===== src/i2c_core_pkg.sv =====
// Purpose: shared offsets, layouts, timing and state types of the i2c bus control core
// Assumes: 8-bit registers, each in the low byte of an aligned 32-bit avalon word
// Notes: serial clock counts are in system clock cycles
// Notes on behaviour
// - software bit chooses transmitter or receiver
// - slave loads direction from received address
// - master inverts sent direction after acknowledge
// - stop or arbitration loss clears direction
// - address detect disabled leaves direction alone
// - free format never decodes direction
// - single control write generates start condition
// - control write starts stop, waits stretch
// - busy follows detected start and stop
// - master interrupt after counted word clocks
// - addressed slave interrupts after every word
// - interrupt clears pending, clock held low
// - data write sets pending, releases later
// - mode bit routes pins to interface
// - port mode ignores other control writes
// - two-step soft reset reinitializes interface
// - compare data line at clock rise
// - lost master becomes slave, releases lines
// - data access or control write clears lost
// - own address or general call flags slave
// - free format flags first word, access clears
// - clock select sets high and low counts
// - master bit cleared by stop or loss
package i2c_core_pkg;
    // register byte offsets
    localparam logic [7:0] OFS_CTRL_ONE = 8'h00;
    localparam logic [7:0] OFS_CTRL_TWO = 8'h04;
    localparam logic [7:0] OFS_STATUS   = 8'h08;
    localparam logic [7:0] OFS_DATA_BUF = 8'h0C;
    localparam logic [7:0] OFS_OWN_ADDR = 8'h10;
    // serial clock: high = base + (step << select), low = high + extra
    localparam logic [8:0] CLK_HIGH_BASE = 9'h007;
    localparam logic [8:0] CLK_STEP      = 9'h002;
    localparam logic [8:0] CLK_LOW_EXTRA = 9'h003;
    // word lengths
    localparam logic [3:0] ADDR_WORD_BITS = 4'h8;
    localparam logic [3:0] POS_BEFORE_BIT = 4'hF;
    localparam logic [3:0] POS_ADDR_LAST  = 4'h7;
    localparam logic [7:0] GEN_CALL_CODE  = 8'h00;
    // soft reset sequence codes
    localparam logic [1:0] SWR_ARM  = 2'h2;
    localparam logic [1:0] SWR_FIRE = 2'h1;
    // control one layout
    typedef struct packed {
        logic [2:0] bit_count;
        logic       handshake_slot_enable;
        logic       address_detect_disable;
        logic [2:0] clock_period_select;
    } ctrl_one_t;
    // control two layout (bit 2 reserved)
    typedef struct packed {
        logic       master_select;
        logic       transmit_select;
        logic       bus_busy;
        logic       pending_flag;
        logic       interface_mode_select;
        logic       reserved_bit;
        logic [1:0] soft_reset_field;
    } ctrl_two_t;
    // own address layout
    typedef struct packed {
        logic [6:0] own_slave_address;
        logic       free_format_select;
    } own_addr_t;
    // open-drain drive of both lines
    typedef struct packed {
        logic scl_o;
        logic scl_oe;
        logic sda_o;
        logic sda_oe;
    } pin_drv_t;
    // avalon request group
    typedef struct packed {
        logic [7:0]  address;
        logic        read;
        logic        write;
        logic [31:0] writedata;
    } avs_req_t;
    // line sequencer states
    typedef enum logic [3:0] {
        S_IDLE, S_HOLD, S_LOWP, S_WAITH, S_HIGHP,
        S_STA_H, S_STA_L, S_STP_L, S_STP_W, S_STP_H
    } link_state_t;
    // reset values
    localparam ctrl_one_t  CTRL_ONE_RST = 8'h00;
    localparam logic [6:0] OWN_SA_RST   = 7'h00;
    localparam logic       PEND_RST     = 1'b1;
endpackage : i2c_core_pkg


===== src/i2c_bus_control_core.sv =====
// Purpose: i2c bus control core with avalon register slave
// Assumes: bus lines are open drain, sampled by clk through two flops
// Notes: one register access completes one cycle after the request rises
`timescale 1ns/1ns
module i2c_bus_control_core (
    input  wire logic                   clk,
    input  wire logic                   rst,
    input  wire i2c_core_pkg::avs_req_t avs_req,
    output logic [31:0]                 avs_readdata,
    output logic                        avs_waitrequest,
    input  wire logic                   clock_line_io_i,
    input  wire logic                   data_line_io_i,
    output i2c_core_pkg::pin_drv_t      line_drv,
    input  wire i2c_core_pkg::pin_drv_t port_drv,
    output logic                        transfer_interrupt
);
    import i2c_core_pkg::*;

    // state registers
    logic        done_r;         // second cycle of an access
    logic        imode_r;        // interface mode
    logic        mst_r;          // master select
    logic        trx_r;          // transmit select
    logic        busy_r;         // bus busy status
    logic        pend_r;         // pending flag
    logic        lost_r;         // arbitration lost
    logic        aas_r;          // addressed as slave
    logic        lastb_r;        // last sampled data bit
    logic        arm_r;          // soft reset armed
    logic        first_r;        // address word in progress
    logic        irq_r;          // interrupt pulse
    logic [7:0]  sh_r;           // shift register / data buffer
    logic [3:0]  pos_r;          // bit position in word
    logic [8:0]  cnt_r;          // timing counter
    logic [8:0]  cnt_nxt;
    ctrl_one_t   c1_r;           // control one
    own_addr_t   oa_r;           // own address register
    link_state_t st_r;
    link_state_t st_nxt;
    logic [1:0]  scl_sync_r;     // clock line synchronizer
    logic [1:0]  sda_sync_r;     // data line synchronizer
    logic        scl_d_r;        // delayed synced clock line
    logic        sda_d_r;        // delayed synced data line

    // bus decode
    wire        req_any = avs_req.read | avs_req.write;
    wire        wr_fire = avs_req.write & done_r;
    wire        rd_fire = avs_req.read & done_r;
    wire        hit_c1  = avs_req.address == OFS_CTRL_ONE;
    wire        hit_c2  = avs_req.address == OFS_CTRL_TWO;
    wire        hit_st  = avs_req.address == OFS_STATUS;
    wire        hit_db  = avs_req.address == OFS_DATA_BUF;
    wire        hit_oa  = avs_req.address == OFS_OWN_ADDR;
    wire        wr_c1   = wr_fire & hit_c1;
    wire        wr_c2   = wr_fire & hit_c2;
    wire        wr_db   = wr_fire & hit_db;
    wire        rd_db   = rd_fire & hit_db;
    wire        wr_oa   = wr_fire & hit_oa;
    ctrl_two_t  c2w;
    assign c2w = ctrl_two_t'(avs_req.writedata[7:0]);
    // control two bits other than mode only land in interface mode
    wire        c2_live = wr_c2 & imode_r;
    assign avs_waitrequest = req_any & ~done_r;

    // synced lines and bus conditions
    wire scl_s     = scl_sync_r[1];
    wire sda_s     = sda_sync_r[1];
    wire scl_rise  = imode_r & scl_s & ~scl_d_r;
    wire scl_fall  = imode_r & ~scl_s & scl_d_r;
    wire start_det = imode_r & scl_s & scl_d_r & sda_d_r & ~sda_s;
    wire stop_det  = imode_r & scl_s & scl_d_r & ~sda_d_r & sda_s;

    // serial clock periods
    wire [8:0] t_high = CLK_HIGH_BASE + (CLK_STEP << c1_r.clock_period_select);
    wire [8:0] t_low  = t_high + CLK_LOW_EXTRA;
    wire       hi_end = cnt_r == t_high - 9'h001;
    wire       lo_end = cnt_r == t_low - 9'h001;

    // word geometry: clocks from bit count plus optional acknowledge slot
    wire [3:0] nbits    = (c1_r.bit_count == 3'h0) ? ADDR_WORD_BITS : {1'b0, c1_r.bit_count};
    wire [3:0] last_pos = nbits - 4'h1 + {3'h0, c1_r.handshake_slot_enable};
    wire       in_data  = busy_r & (pos_r < nbits);
    wire       in_ack   = busy_r & c1_r.handshake_slot_enable & (pos_r == nbits);
    wire       engaged  = mst_r | aas_r;
    wire       free_fmt = oa_r.free_format_select;
    wire       tx_low   = in_data & trx_r & engaged & ~lost_r & ~sh_r[7] & (mst_r | ~first_r);
    wire       ack_low  = in_ack & ~lost_r & (first_r ? (aas_r & ~mst_r) : (~trx_r & engaged));

    // own data level differs from the bus at clock rise
    wire lost_set = scl_rise & mst_r & trx_r & in_data & ~tx_low & ~sda_s & (st_r != S_STP_W);

    // slave address recognition on the eighth rise
    wire [7:0] addr_word  = {sh_r[6:0], sda_s};
    wire       addr_match = (addr_word == GEN_CALL_CODE)
                          | (addr_word[7:1] == oa_r.own_slave_address);
    wire       det_ok     = ~c1_r.address_detect_disable & ~free_fmt;
    wire       addr_hit   = scl_rise & busy_r & first_r & (pos_r == POS_ADDR_LAST)
                          & ~mst_r & det_ok & addr_match;
    // master sees acknowledge of its address
    wire       mack       = scl_rise & first_r & mst_r & in_ack & ~sda_s & det_ok;
    // free format flags the slave after its first word
    wire       wend       = scl_fall & busy_r & (pos_r == last_pos);
    wire       aas_ff     = wend & first_r & free_fmt & ~mst_r;
    wire       aas_set    = addr_hit | aas_ff;
    // word end interrupt for master, addressed slave, lost master or free format
    wire       irq        = wend & (mst_r | aas_r | lost_r | free_fmt);

    // software commands
    wire start_go = c2_live & c2w.master_select & c2w.transmit_select & c2w.pending_flag
                  & c2w.bus_busy & ~busy_r & (st_r == S_IDLE);
    wire stop_go  = c2_live & c2w.master_select & c2w.transmit_select & c2w.pending_flag
                  & ~c2w.bus_busy & busy_r;
    // second step of the soft reset
    wire sreset   = c2_live & arm_r & (c2w.soft_reset_field == SWR_FIRE);
    wire pend_set = wr_db | (c2_live & c2w.pending_flag);
    wire trx_hw   = stop_det | lost_set | addr_hit | mack | sreset;

    // line drive; an idle master lets data go so the stop can rise
    wire seq_sda  = st_r inside {S_STA_L, S_STP_L, S_STP_W, S_STP_H};
    wire sda_low  = seq_sda | ((tx_low | ack_low) & ~(mst_r & (st_r inside {S_STA_H, S_IDLE})));
    // pending low keeps the clock down through the hold state
    wire scl_low  = st_r inside {S_HOLD, S_LOWP, S_STP_L};

    // read selection
    wire [7:0] st_byte = {mst_r, trx_r, busy_r, pend_r, lost_r, aas_r, 1'b0, lastb_r};
    wire [7:0] c2_byte = {mst_r, trx_r, busy_r, pend_r, imode_r, 3'h0};
    wire [7:0] rd_sel  = hit_c1 ? c1_r :
                         hit_c2 ? c2_byte :
                         hit_st ? st_byte :
                         hit_db ? sh_r :
                         hit_oa ? oa_r : 8'h00;

    // interface mode owns the pins, port mode passes port drive
    assign line_drv = imode_r ? {1'b0, scl_low, 1'b0, sda_low} : port_drv;
    assign transfer_interrupt = irq_r;

    // avalon handshake and read data
    always_ff @(posedge clk or posedge rst) begin
        if (rst) begin
            done_r       <= 1'b0;
            avs_readdata <= 32'h0000_0000;
        end else begin
            done_r <= req_any & ~done_r;
            if (avs_req.read & ~done_r) begin
                avs_readdata <= {24'h00_0000, rd_sel};
            end
        end
    end

    // two-flop synchronizers and edge history
    always_ff @(posedge clk or posedge rst) begin
        if (rst) begin
            scl_sync_r <= 2'h3;
            sda_sync_r <= 2'h3;
            scl_d_r    <= 1'b1;
            sda_d_r    <= 1'b1;
        end else begin
            scl_sync_r <= {scl_sync_r[0], clock_line_io_i};
            sda_sync_r <= {sda_sync_r[0], data_line_io_i};
            scl_d_r    <= scl_s;
            sda_d_r    <= sda_s;
        end
    end

    // mode, master and direction bits
    always_ff @(posedge clk or posedge rst) begin
        if (rst) begin
            imode_r <= 1'b0;
            mst_r   <= 1'b0;
            trx_r   <= 1'b0;
            arm_r   <= 1'b0;
        end else begin
            if (wr_c2) begin
                imode_r <= c2w.interface_mode_select;
            end
            if (c2_live) begin
                arm_r <= ~sreset & (c2w.soft_reset_field == SWR_ARM);
            end
            if (sreset | stop_det | lost_set) begin
                mst_r <= 1'b0;
            end else if (c2_live) begin
                mst_r <= c2w.master_select;
            end
            if (sreset | stop_det | lost_set) begin
                trx_r <= 1'b0;
            end else if (addr_hit) begin
                trx_r <= sda_s;
            end else if (mack) begin
                trx_r <= ~sh_r[0];
            end else if (c2_live) begin
                trx_r <= c2w.transmit_select;
            end
        end
    end

    // status flags; lost and slave sets win over clearing accesses, soft reset wins for busy and last bit
    always_ff @(posedge clk or posedge rst) begin
        if (rst) begin
            busy_r  <= 1'b0;
            pend_r  <= PEND_RST;
            lost_r  <= 1'b0;
            aas_r   <= 1'b0;
            lastb_r <= 1'b0;
            irq_r   <= 1'b0;
        end else begin
            irq_r <= irq;
            if (sreset | stop_det) begin
                busy_r <= 1'b0;
            end else if (start_det) begin
                busy_r <= 1'b1;
            end
            if (sreset | pend_set) begin
                pend_r <= 1'b1;
            end else if (irq) begin
                pend_r <= 1'b0;
            end
            if (lost_set) begin
                lost_r <= 1'b1;
            end else if (sreset | wr_db | rd_db | wr_c2) begin
                lost_r <= 1'b0;
            end
            if (aas_set) begin
                aas_r <= 1'b1;
            end else if (sreset | wr_db | rd_db | start_det) begin
                aas_r <= 1'b0;
            end
            if (sreset) begin
                lastb_r <= 1'b0;
            end else if (scl_rise) begin
                lastb_r <= sda_s;
            end
        end
    end

    // control one and own address registers
    always_ff @(posedge clk or posedge rst) begin
        if (rst) begin
            c1_r <= CTRL_ONE_RST;
            oa_r <= {OWN_SA_RST, 1'b0};
        end else begin
            if (sreset) begin
                c1_r <= CTRL_ONE_RST;
            end else if (wr_c1) begin
                c1_r <= ctrl_one_t'(avs_req.writedata[7:0]);
            end else if (start_det) begin
                c1_r.bit_count <= 3'h0;
            end
            if (sreset) begin
                oa_r.own_slave_address <= OWN_SA_RST;
            end else if (wr_oa) begin
                oa_r <= own_addr_t'(avs_req.writedata[7:0]);
            end
        end
    end

    // shift register and bit position, shifting on falls keeps data stable while high
    always_ff @(posedge clk or posedge rst) begin
        if (rst) begin
            sh_r    <= 8'h00;
            pos_r   <= 4'h0;
            first_r <= 1'b0;
        end else begin
            if (wr_db) begin
                sh_r <= avs_req.writedata[7:0];
            end else if (scl_fall & in_data) begin
                sh_r <= {sh_r[6:0], lastb_r};
            end
            if (sreset) begin
                pos_r   <= 4'h0;
                first_r <= 1'b0;
            end else if (start_det) begin
                pos_r   <= POS_BEFORE_BIT;
                first_r <= 1'b1;
            end else if (wend) begin
                pos_r   <= 4'h0;
                first_r <= 1'b0;
            end else if (scl_fall & busy_r) begin
                pos_r <= pos_r + 4'h1;
            end
        end
    end

    // line sequencer next state
    always_comb begin
        st_nxt  = st_r;
        cnt_nxt = cnt_r + 9'h001;
        case (st_r)
            S_IDLE: begin
                cnt_nxt = 9'h000;
                if (start_go) begin
                    st_nxt = S_STA_H;
                end
            end
            S_HOLD: begin
                cnt_nxt = 9'h000;
                if (pend_r) begin
                    st_nxt = S_LOWP;
                end
            end
            S_LOWP: begin
                if (lo_end) begin
                    cnt_nxt = 9'h000;
                    st_nxt  = (mst_r & ~lost_r) ? S_WAITH : S_IDLE;
                end
            end
            S_WAITH: begin
                cnt_nxt = 9'h000;
                if (scl_s) begin
                    st_nxt = S_HIGHP;
                end
            end
            S_HIGHP: begin
                if (~scl_s | hi_end) begin                 // clock sync with other masters
                    cnt_nxt = 9'h000;
                    st_nxt  = S_LOWP;
                end
            end
            S_STA_H: begin
                if (hi_end) begin
                    cnt_nxt = 9'h000;
                    st_nxt  = S_STA_L;
                end
            end
            S_STA_L: begin
                if (hi_end) begin
                    cnt_nxt = 9'h000;
                    st_nxt  = S_LOWP;
                end
            end
            S_STP_L: begin
                if (lo_end) begin
                    cnt_nxt = 9'h000;
                    st_nxt  = S_STP_W;
                end
            end
            S_STP_W: begin
                cnt_nxt = 9'h000;
                if (scl_s) begin
                    st_nxt = S_STP_H;
                end
            end
            S_STP_H: begin
                if (hi_end) begin
                    st_nxt = S_IDLE;
                end
            end
            default: begin
                st_nxt  = S_IDLE;
                cnt_nxt = 9'h000;
            end
        endcase
        if (sreset | ~imode_r) begin
            st_nxt  = S_IDLE;
            cnt_nxt = 9'h000;
        end else if (stop_go) begin
            st_nxt  = S_STP_L;
            cnt_nxt = 9'h000;
        end else if (irq & ~seq_sda) begin
            st_nxt  = S_HOLD;
        end else if (lost_set) begin
            st_nxt  = S_IDLE;
        end
    end

    // line sequencer state
    always_ff @(posedge clk or posedge rst) begin
        if (rst) begin
            st_r  <= S_IDLE;
            cnt_r <= 9'h000;
        end else begin
            st_r  <= st_nxt;
            cnt_r <= cnt_nxt;
        end
    end
endmodule : i2c_bus_control_core


===== config.mk =====
export PLATFORM = sky130hd
export DESIGN_NAME = i2c_bus_control_core
export DESIGN_NICKNAME = d
export VERILOG_FILES = /design/src/i2c_core_pkg.sv /design/src/i2c_bus_control_core.sv
export SDC_FILE = /design/constraint.sdc
export NUM_CORES = 1
export LEC_CHECK = 0
export BUFFER_PORTS_ARGS = -buffer_cell sky130_fd_sc_hd__clkbuf_2
export CAP_MARGIN = 25
export CORE_MARGIN = 2
export CORE_UTILIZATION = 60
export CTS_CLUSTER_DIAMETER = 50
export DETAILED_ROUTE_END_ITERATION = 16
export GPL_TIMING_DRIVEN = 0
export PLACE_DENSITY = 0.95
export SETUP_SLACK_MARGIN = 0.1
export SLEW_MARGIN = 0
export SYNTH_ARGS = -nofsm -noshare
export SYNTH_HDL_FRONTEND = slang
export SYNTH_SLANG_ARGS = --single-unit

===== constraint.sdc =====
create_clock -name clk -period 5.75 [get_ports clk]
set_clock_uncertainty 0.05 [all_clocks]
set_input_delay 0.2875 -clock clk [delete_from_list [all_inputs] [get_ports clk]]
set_output_delay 0.2875 -clock clk [all_outputs]
set_load 0.05 [all_outputs]

# == After elaboration in Yosys (flattened, before gate mapping) ==
# Index checks and enable logic that the tools add are counted.
# word_totals
reg_bits,67
in_bits,50
word_cells,265
# op_classes
add_sub_neg,8
order_cmp,1
n_eq_ne,32
shifts,1
mux,61
n_bitwise,111
reduce_logical,24
# op_table
cell,n
$mux W4,20
$and A1 B1 Y1,72
$mux W8,9
$ne A6 B4 Y1 const B,8
$mux W9,5
$pmux W4 S10,1
$pmux W9 S4,1
$eq A4 B3 Y1 const B,5
$mux W1,20
$not A1 Y1,20
$reduce_bool A2 Y1,10
$or A1 B1 Y1,19
$eq A9 B9 Y1,2
$sub A9 B1 Y9 const B,2
$eq A8 B4 Y1 const B,2
$logic_not A8 Y1,2
$ne A6 B6 Y1 const B,2
$reduce_bool A4 Y1,3
$reduce_and A10 Y1,1
$add A3 B9 Y9 const A,1
$add A9 B1 Y9 const B,1
$add A9 B2 Y9 const B,1
$reduce_bool A3 Y1,3
$shl A2 B3 Y9 const A,1
other kinds (22),27

# == Depth between registers and ports, before layout ==
# depth
ltp_word,17
mapped_depth,11

# == Worst setup path before layout ==
# Ideal clock, no wire load.
# synth_timing
path_kind,register to register
start,register c1_r[2] (netlist name)
end,register st_r[0]
setup_time_ns,0.128
arrival_ns,2.566
setup_slack_ns,3.007
path_stages_with_launch,12
period_less_slack_ns,2.743
cell_sequence,dfrtp_1 > buf_2 > buf_2 > nor2_1 > ha_1 > nor2b_1 > mux4_2 > nand2_1 > a211oi_1 > o221ai_1 > o21ai_2 > mux2_1
# synth_via
elab_chain_cells,7
# synth_rtl
element,line_no,source
"start, declared",i2c_bus_control_core.sv:36,ctrl_one_t c1_r;
"start signal, assigned",i2c_bus_control_core.sv:244,c1_r <= ctrl_one_t'(avs_req.writedata[7:0]);
$shl A2 B3 Y9 (*),i2c_bus_control_core.sv:74,wire [8:0] t_high = CLK_HIGH_BASE + (CLK_STEP << c1_r.clock_period_select);
$add A3 B9 Y9 (*),i2c_bus_control_core.sv:74,
$add A9 B2 Y9 / $sub A9 B1 Y9 (equally long branches),"i2c_bus_control_core.sv:75, i2c_bus_control_core.sv:76",
$sub A9 B1 Y9 / $eq A9 B9 Y1 (equally long branches),"i2c_bus_control_core.sv:77, i2c_bus_control_core.sv:76",
$eq A9 B9 Y1 / $or A1 B1 Y1 (equally long branches),"i2c_bus_control_core.sv:77, i2c_bus_control_core.sv:313",
$ne A6 B4 Y1 (no line) / $ne A6 B6 Y1 (equally long branches),-,
$reduce_and A10 Y1 (no line) (*),-,
"end signal, assigned",i2c_bus_control_core.sv:371,st_r <= st_nxt;
"end, declared",i2c_bus_control_core.sv:38,link_state_t st_r;
# Every way passes the cells marked *; elsewhere a longest branch is shown, timed or not.
# A chain may end at the register's enable or synchronous reset.

# == Worst setup path in the final report ==
# layout_timing
start,register c1_r[2] (netlist name)
end,register st_r[2]
# The elaborated chain is that of the path after synthesis.

==> metrics.txt <==
# TYPE chip_impl_metric gauge
chip_impl_info{name="run_status",value="completed"} 1
chip_impl_metric{name="irDropWorstVdd",unit="uV"} 137
chip_impl_metric{name="synth.avg_cell_area",unit="sq um"} 8.89
chip_impl_metric{name="diodes",unit=""} 0
chip_impl_metric{name="maxClockFrequency",unit="MHz"} 316
chip_impl_info{name="crit_type",value="reg -> reg"} 1
chip_impl_metric{name="drc",unit=""} 0
chip_impl_info{name="timing.rr.start",value="c1_r[2]$_DFFE_PP0P_"} 1
chip_impl_metric{name="synth-seq-area-share",unit="%"} 37.6
chip_impl_metric{name="clk-insertion-delay-late",unit="ns"} 0.36
chip_impl_metric{name="slew_headroom",unit="%"} 42.2
chip_impl_metric{name="hold-worst-slack",unit="ns"} 0.0378
chip_impl_metric{name="worst-path-max-fanout",unit=""} 10
chip_impl_metric{name="hpwl",unit="mm"} 8.45
chip_impl_metric{name="synth-edff-count",unit=""} 0
chip_impl_metric{name="first_pass_iters",unit=""} 5
chip_impl_metric{name="max-cap-violations",unit=""} 0
chip_impl_info{name="synthFlopType",value="dfrtp_1"} 1
chip_impl_metric{name="yosysWarningCount",unit=""} 0
chip_impl_info{name="critPathCaptureType",value="register"} 1
chip_impl_metric{name="final.period_utilization",unit="%"} 55.1
chip_impl_metric{name="utilization",unit="%"} 70.7
chip_impl_metric{name="timing.critical_path.required",unit="ns"} 5.94
chip_impl_metric{name="post_synth_num_cell_types",unit=""} 68
chip_impl_metric{name="globalRouteOverflowTotal",unit=""} 0
chip_impl_metric{name="power_per_cell_area",unit="nW/um^2"} 217
chip_impl_metric{name="cp_data_arrival_time",unit="ns"} 3.35
chip_impl_metric{name="detail_route.wirelength",unit="mm"} 11.7
chip_impl_metric{name="wire_per_inst",unit="microns"} 17.1
chip_impl_metric{name="layout_min_cycle_time",unit="ns"} 3.17
chip_impl_info{name="layout.cells.most_common",value="nor2_1"} 1
chip_impl_info{name="min_path_type",value="in -> async"} 1
chip_impl_metric{name="p_leak",unit="uW"} 0.00228
chip_impl_metric{name="area.growth.synth_to_final",unit="%"} 14.3
chip_impl_metric{name="synth_seq_cells",unit=""} 67
chip_impl_metric{name="m1WireLength",unit="mm"} 4.49
chip_impl_metric{name="grt_pass1_wl",unit="mm"} 19.4
chip_impl_metric{name="finish.net_count",unit=""} 640
chip_impl_metric{name="worst-r2r-cell-count",unit=""} 11
chip_impl_metric{name="timing.reg2reg.setup_slack",unit="ns"} 2.58
chip_impl_metric{name="asyncSetResetFlopFracSynth",unit="%"} 100
chip_impl_metric{name="cts_htree_levels",unit=""} 3
chip_impl_metric{name="ios",unit=""} 88
chip_impl_metric{name="gp_routability_congestion",unit=""} 0.970
chip_impl_metric{name="grt_pass1_vias",unit=""} 4011
chip_impl_metric{name="netlist_instances",unit=""} 504
chip_impl_metric{name="initial_core_util",unit="%"} 61.8
chip_impl_info{name="cts_root_buf",value="clkbuf_8"} 1
chip_impl_info{name="topRoutingLayerUsed",value="met4"} 1
chip_impl_metric{name="dieHeight",unit="microns"} 90.4
chip_impl_metric{name="grt_start_max_net_pins",unit=""} 40
chip_impl_metric{name="final_hold_viol_count",unit=""} 0
chip_impl_info{name="biggest_area_contributors_in_the_synthesized_netlist",value="dfrtp_1 (33%), mux2i_1 (5.4%), nor2_1 (5.3%), xnor2_1 (4.3%), dfstp_2 (4.1%)"} 1
chip_impl_info{name="critical-path-top-cell-by-count",value="buf_2"} 1
chip_impl_metric{name="clk_path_buf_depth",unit=""} 2
chip_impl_metric{name="wl_met2",unit="mm"} 5.72
chip_impl_metric{name="fp.dieW",unit="microns"} 90.4
chip_impl_metric{name="final_layout_size_suffix_gt1_share",unit="%"} 19.3
chip_impl_metric{name="portBuffers",unit=""} 39
chip_impl_info{name="critical_path.reg2reg.endpoint",value="st_r[2]$_DFFE_PP0P_"} 1
chip_impl_metric{name="path_clk_slew",unit="ns"} 0.08
chip_impl_metric{name="route.vias.total",unit=""} 4195
chip_impl_metric{name="final_setup_vio_count",unit=""} 0
chip_impl_metric{name="rows",unit=""} 31
chip_impl_metric{name="worst_path_largest_cell_delay",unit="ns"} 0.47
chip_impl_metric{name="avgViaCountPerCell",unit=""} 6.13
chip_impl_info{name="synthDominantAreaCellType",value="dfrtp_1"} 1
chip_impl_metric{name="setup_total_negative_slack",unit="ns"} 0
chip_impl_metric{name="die_ar",unit="sq um"} 8180
chip_impl_metric{name="grtUsageTotal",unit="%"} 29.6
chip_impl_info{name="layout.cells.most_common_list",value="nor2_1 (63), dfrtp_1 (60), nand2_1 (41), clkbuf_2 (39), a21oi_1 (26)"} 1
chip_impl_info{name="worstSetupStartpointType",value="register"} 1
chip_impl_metric{name="detailedRoute.firstIterationViolations",unit=""} 462
chip_impl_metric{name="slew_viols_final",unit=""} 0
chip_impl_metric{name="routed_wire_length_on_met3",unit="mm"} 1.12
chip_impl_metric{name="post-cts-setup-buffers",unit=""} 0
chip_impl_info{name="cts_tree",value="done"} 1
chip_impl_info{name="cpMaxStageDelayCell",value="a211oi_1"} 1
chip_impl_metric{name="mapped_area",unit="sq um"} 4480
chip_impl_info{name="grt_setup_unrepaired",value="false"} 1
chip_impl_metric{name="cts_inserted_buffers",unit=""} 9
chip_impl_metric{name="standard_cell_core_area",unit="sq um"} 7250
chip_impl_info{name="timing.critical_path.cells",value="buf_2 -> buf_2 -> nor2_1 -> ha_1 -> nor2b_1 -> xor2_1 -> a32oi_1 -> a211oi_1 -> o221ai_1 -> o21ai_2 -> mux2_2"} 1
chip_impl_metric{name="antenna_violations_before_repair",unit=""} 0
chip_impl_metric{name="synth.top_cell.area_share",unit="%"} 33.5
chip_impl_metric{name="actual_transition_at_the_worst_max_transition_pin",unit="ns"} 0.865
chip_impl_metric{name="tritoncts_num_sinks",unit=""} 67
chip_impl_metric{name="antenna_left",unit=""} 0
## per-layer routing
layer | vias up | track usage (%)
met5 | - | 0
met4 | 0 | 12.8
met3 | 45 | 7.01
met2 | 270 | 48.6
met1 | 1971 | 37.6
li1 | 1909 | -
## area by class of cell
cell class | instances | area [sq um]
Timing Repair Buffer | 42 | 235
Clock buffer | 9 | 124
Fill cell | 528 | 2130
Inverter | 12 | 45.0
Clock inverter | 7 | 73.8
Multi-Input combinational cell | 396 | 2540
Buffer | 52 | 302
Tap cell | 99 | 124
Sequential cell | 67 | 1690
## through the flow
step / total power, uW / worst slack, ns / cell area, sq um / instances
2_1_floorplan: 668 / 3.01 / 4570 / 527
3_3_place_gp: 703 / 2.71 / 4890 / 665
3_5_place_dp: 714 / 2.64 / 4910 / 666
4_1_cts: 1110 / 2.61 / 5130 / 684
5_1_grt: 1160 / 2.39 / 5130 / 684
6_report: 1110 / 2.58 / 5130 / 684
## how the worst max path moves through the flow
stage,from,to,slack (ns),cells past startpoint
after floorplan,c1_r[2]$_DFFE_PP0P_,st_r[0]$_DFFE_PP0P_,3.01,11
after global placement,c1_r[2]$_DFFE_PP0P_,st_r[2]$_DFFE_PP0P_,2.71,11
after detailed placement,c1_r[2]$_DFFE_PP0P_,st_r[2]$_DFFE_PP0P_,2.64,11
after CTS,c1_r[2]$_DFFE_PP0P_,st_r[2]$_DFFE_PP0P_,2.61,11
after global routing,c1_r[2]$_DFFE_PP0P_,st_r[2]$_DFFE_PP0P_,2.39,11
final,c1_r[2]$_DFFE_PP0P_,st_r[2]$_DFFE_PP0P_,2.58,11
## state kept, by name, summed over array words and instances (netlist names), 2 cells and up
signal,count
sh_r,8
pos_r,4
sda_sync_r,2
c1_r,8
oa_r,7
avs_readdata,8
scl_sync_r,2
cnt_r,9
st_r,4
## timing repair
| action | 4_1_cts | 5_1_grt |
|---|---|---|
| endpoints found under the hold margin | 2 | 0 |
| gates resized for setup | 0 | 0 |
| hold buffers | 2 | 0 |
| setup endpoints to repair | 0 | 0 |
## Yosys cell counts, types with 8 or more instances
cell,n
a21oi_1,26
a22o_1,9
buf_4,24
clkbuf_1,18
dfrtp_1,60
ha_1,10
inv_1,12
mux2i_1,24
nand2_1,41
nand2b_1,11
nand3_1,15
nor2_1,63
nor2b_1,10
nor3_1,17
nor4_1,8
o21ai_0,23
xnor2_1,22
## worst max-delay path, delay by kind of cell (launching register included)
| family | cells | cell delay (ns) |
|---|---|---|
| AOI/OAI and AO/OA | 4 | 1.12 |
| xor gates and xnor gates | 1 | 0.17 |
| DFF | 1 | 0.36 |
| adders and majority gates | 1 | 0.19 |
| and+or+nand+nor | 2 | 0.43 |
| muxes | 1 | 0.36 |
| buffers and inverters | 2 | 0.38 |
## power breakdown
part	switching, uW	internal [uW]	leakage (uW)
Clock	201	202	0.000100
Sequential	24.7	490	0.000820
Combinational	127	70.1	0.00136
## cell families (layout without fill, tap and decap cells)
family,count (synthesis),after routing,synth area share [%]
AND/OR/NAND/NOR,204,204,23.2
adder cells (fa/ha/maj),10,10,2.79
flip-flops,67,67,37.6
buffers and inverters,64,122,7.73
multiplexers,31,31,7.37
other,1,24,0.0836
XOR/XNOR,28,28,5.47
AO/OA/AOI/OAI,99,99,15.7
(Power assumes the default switching activity.)
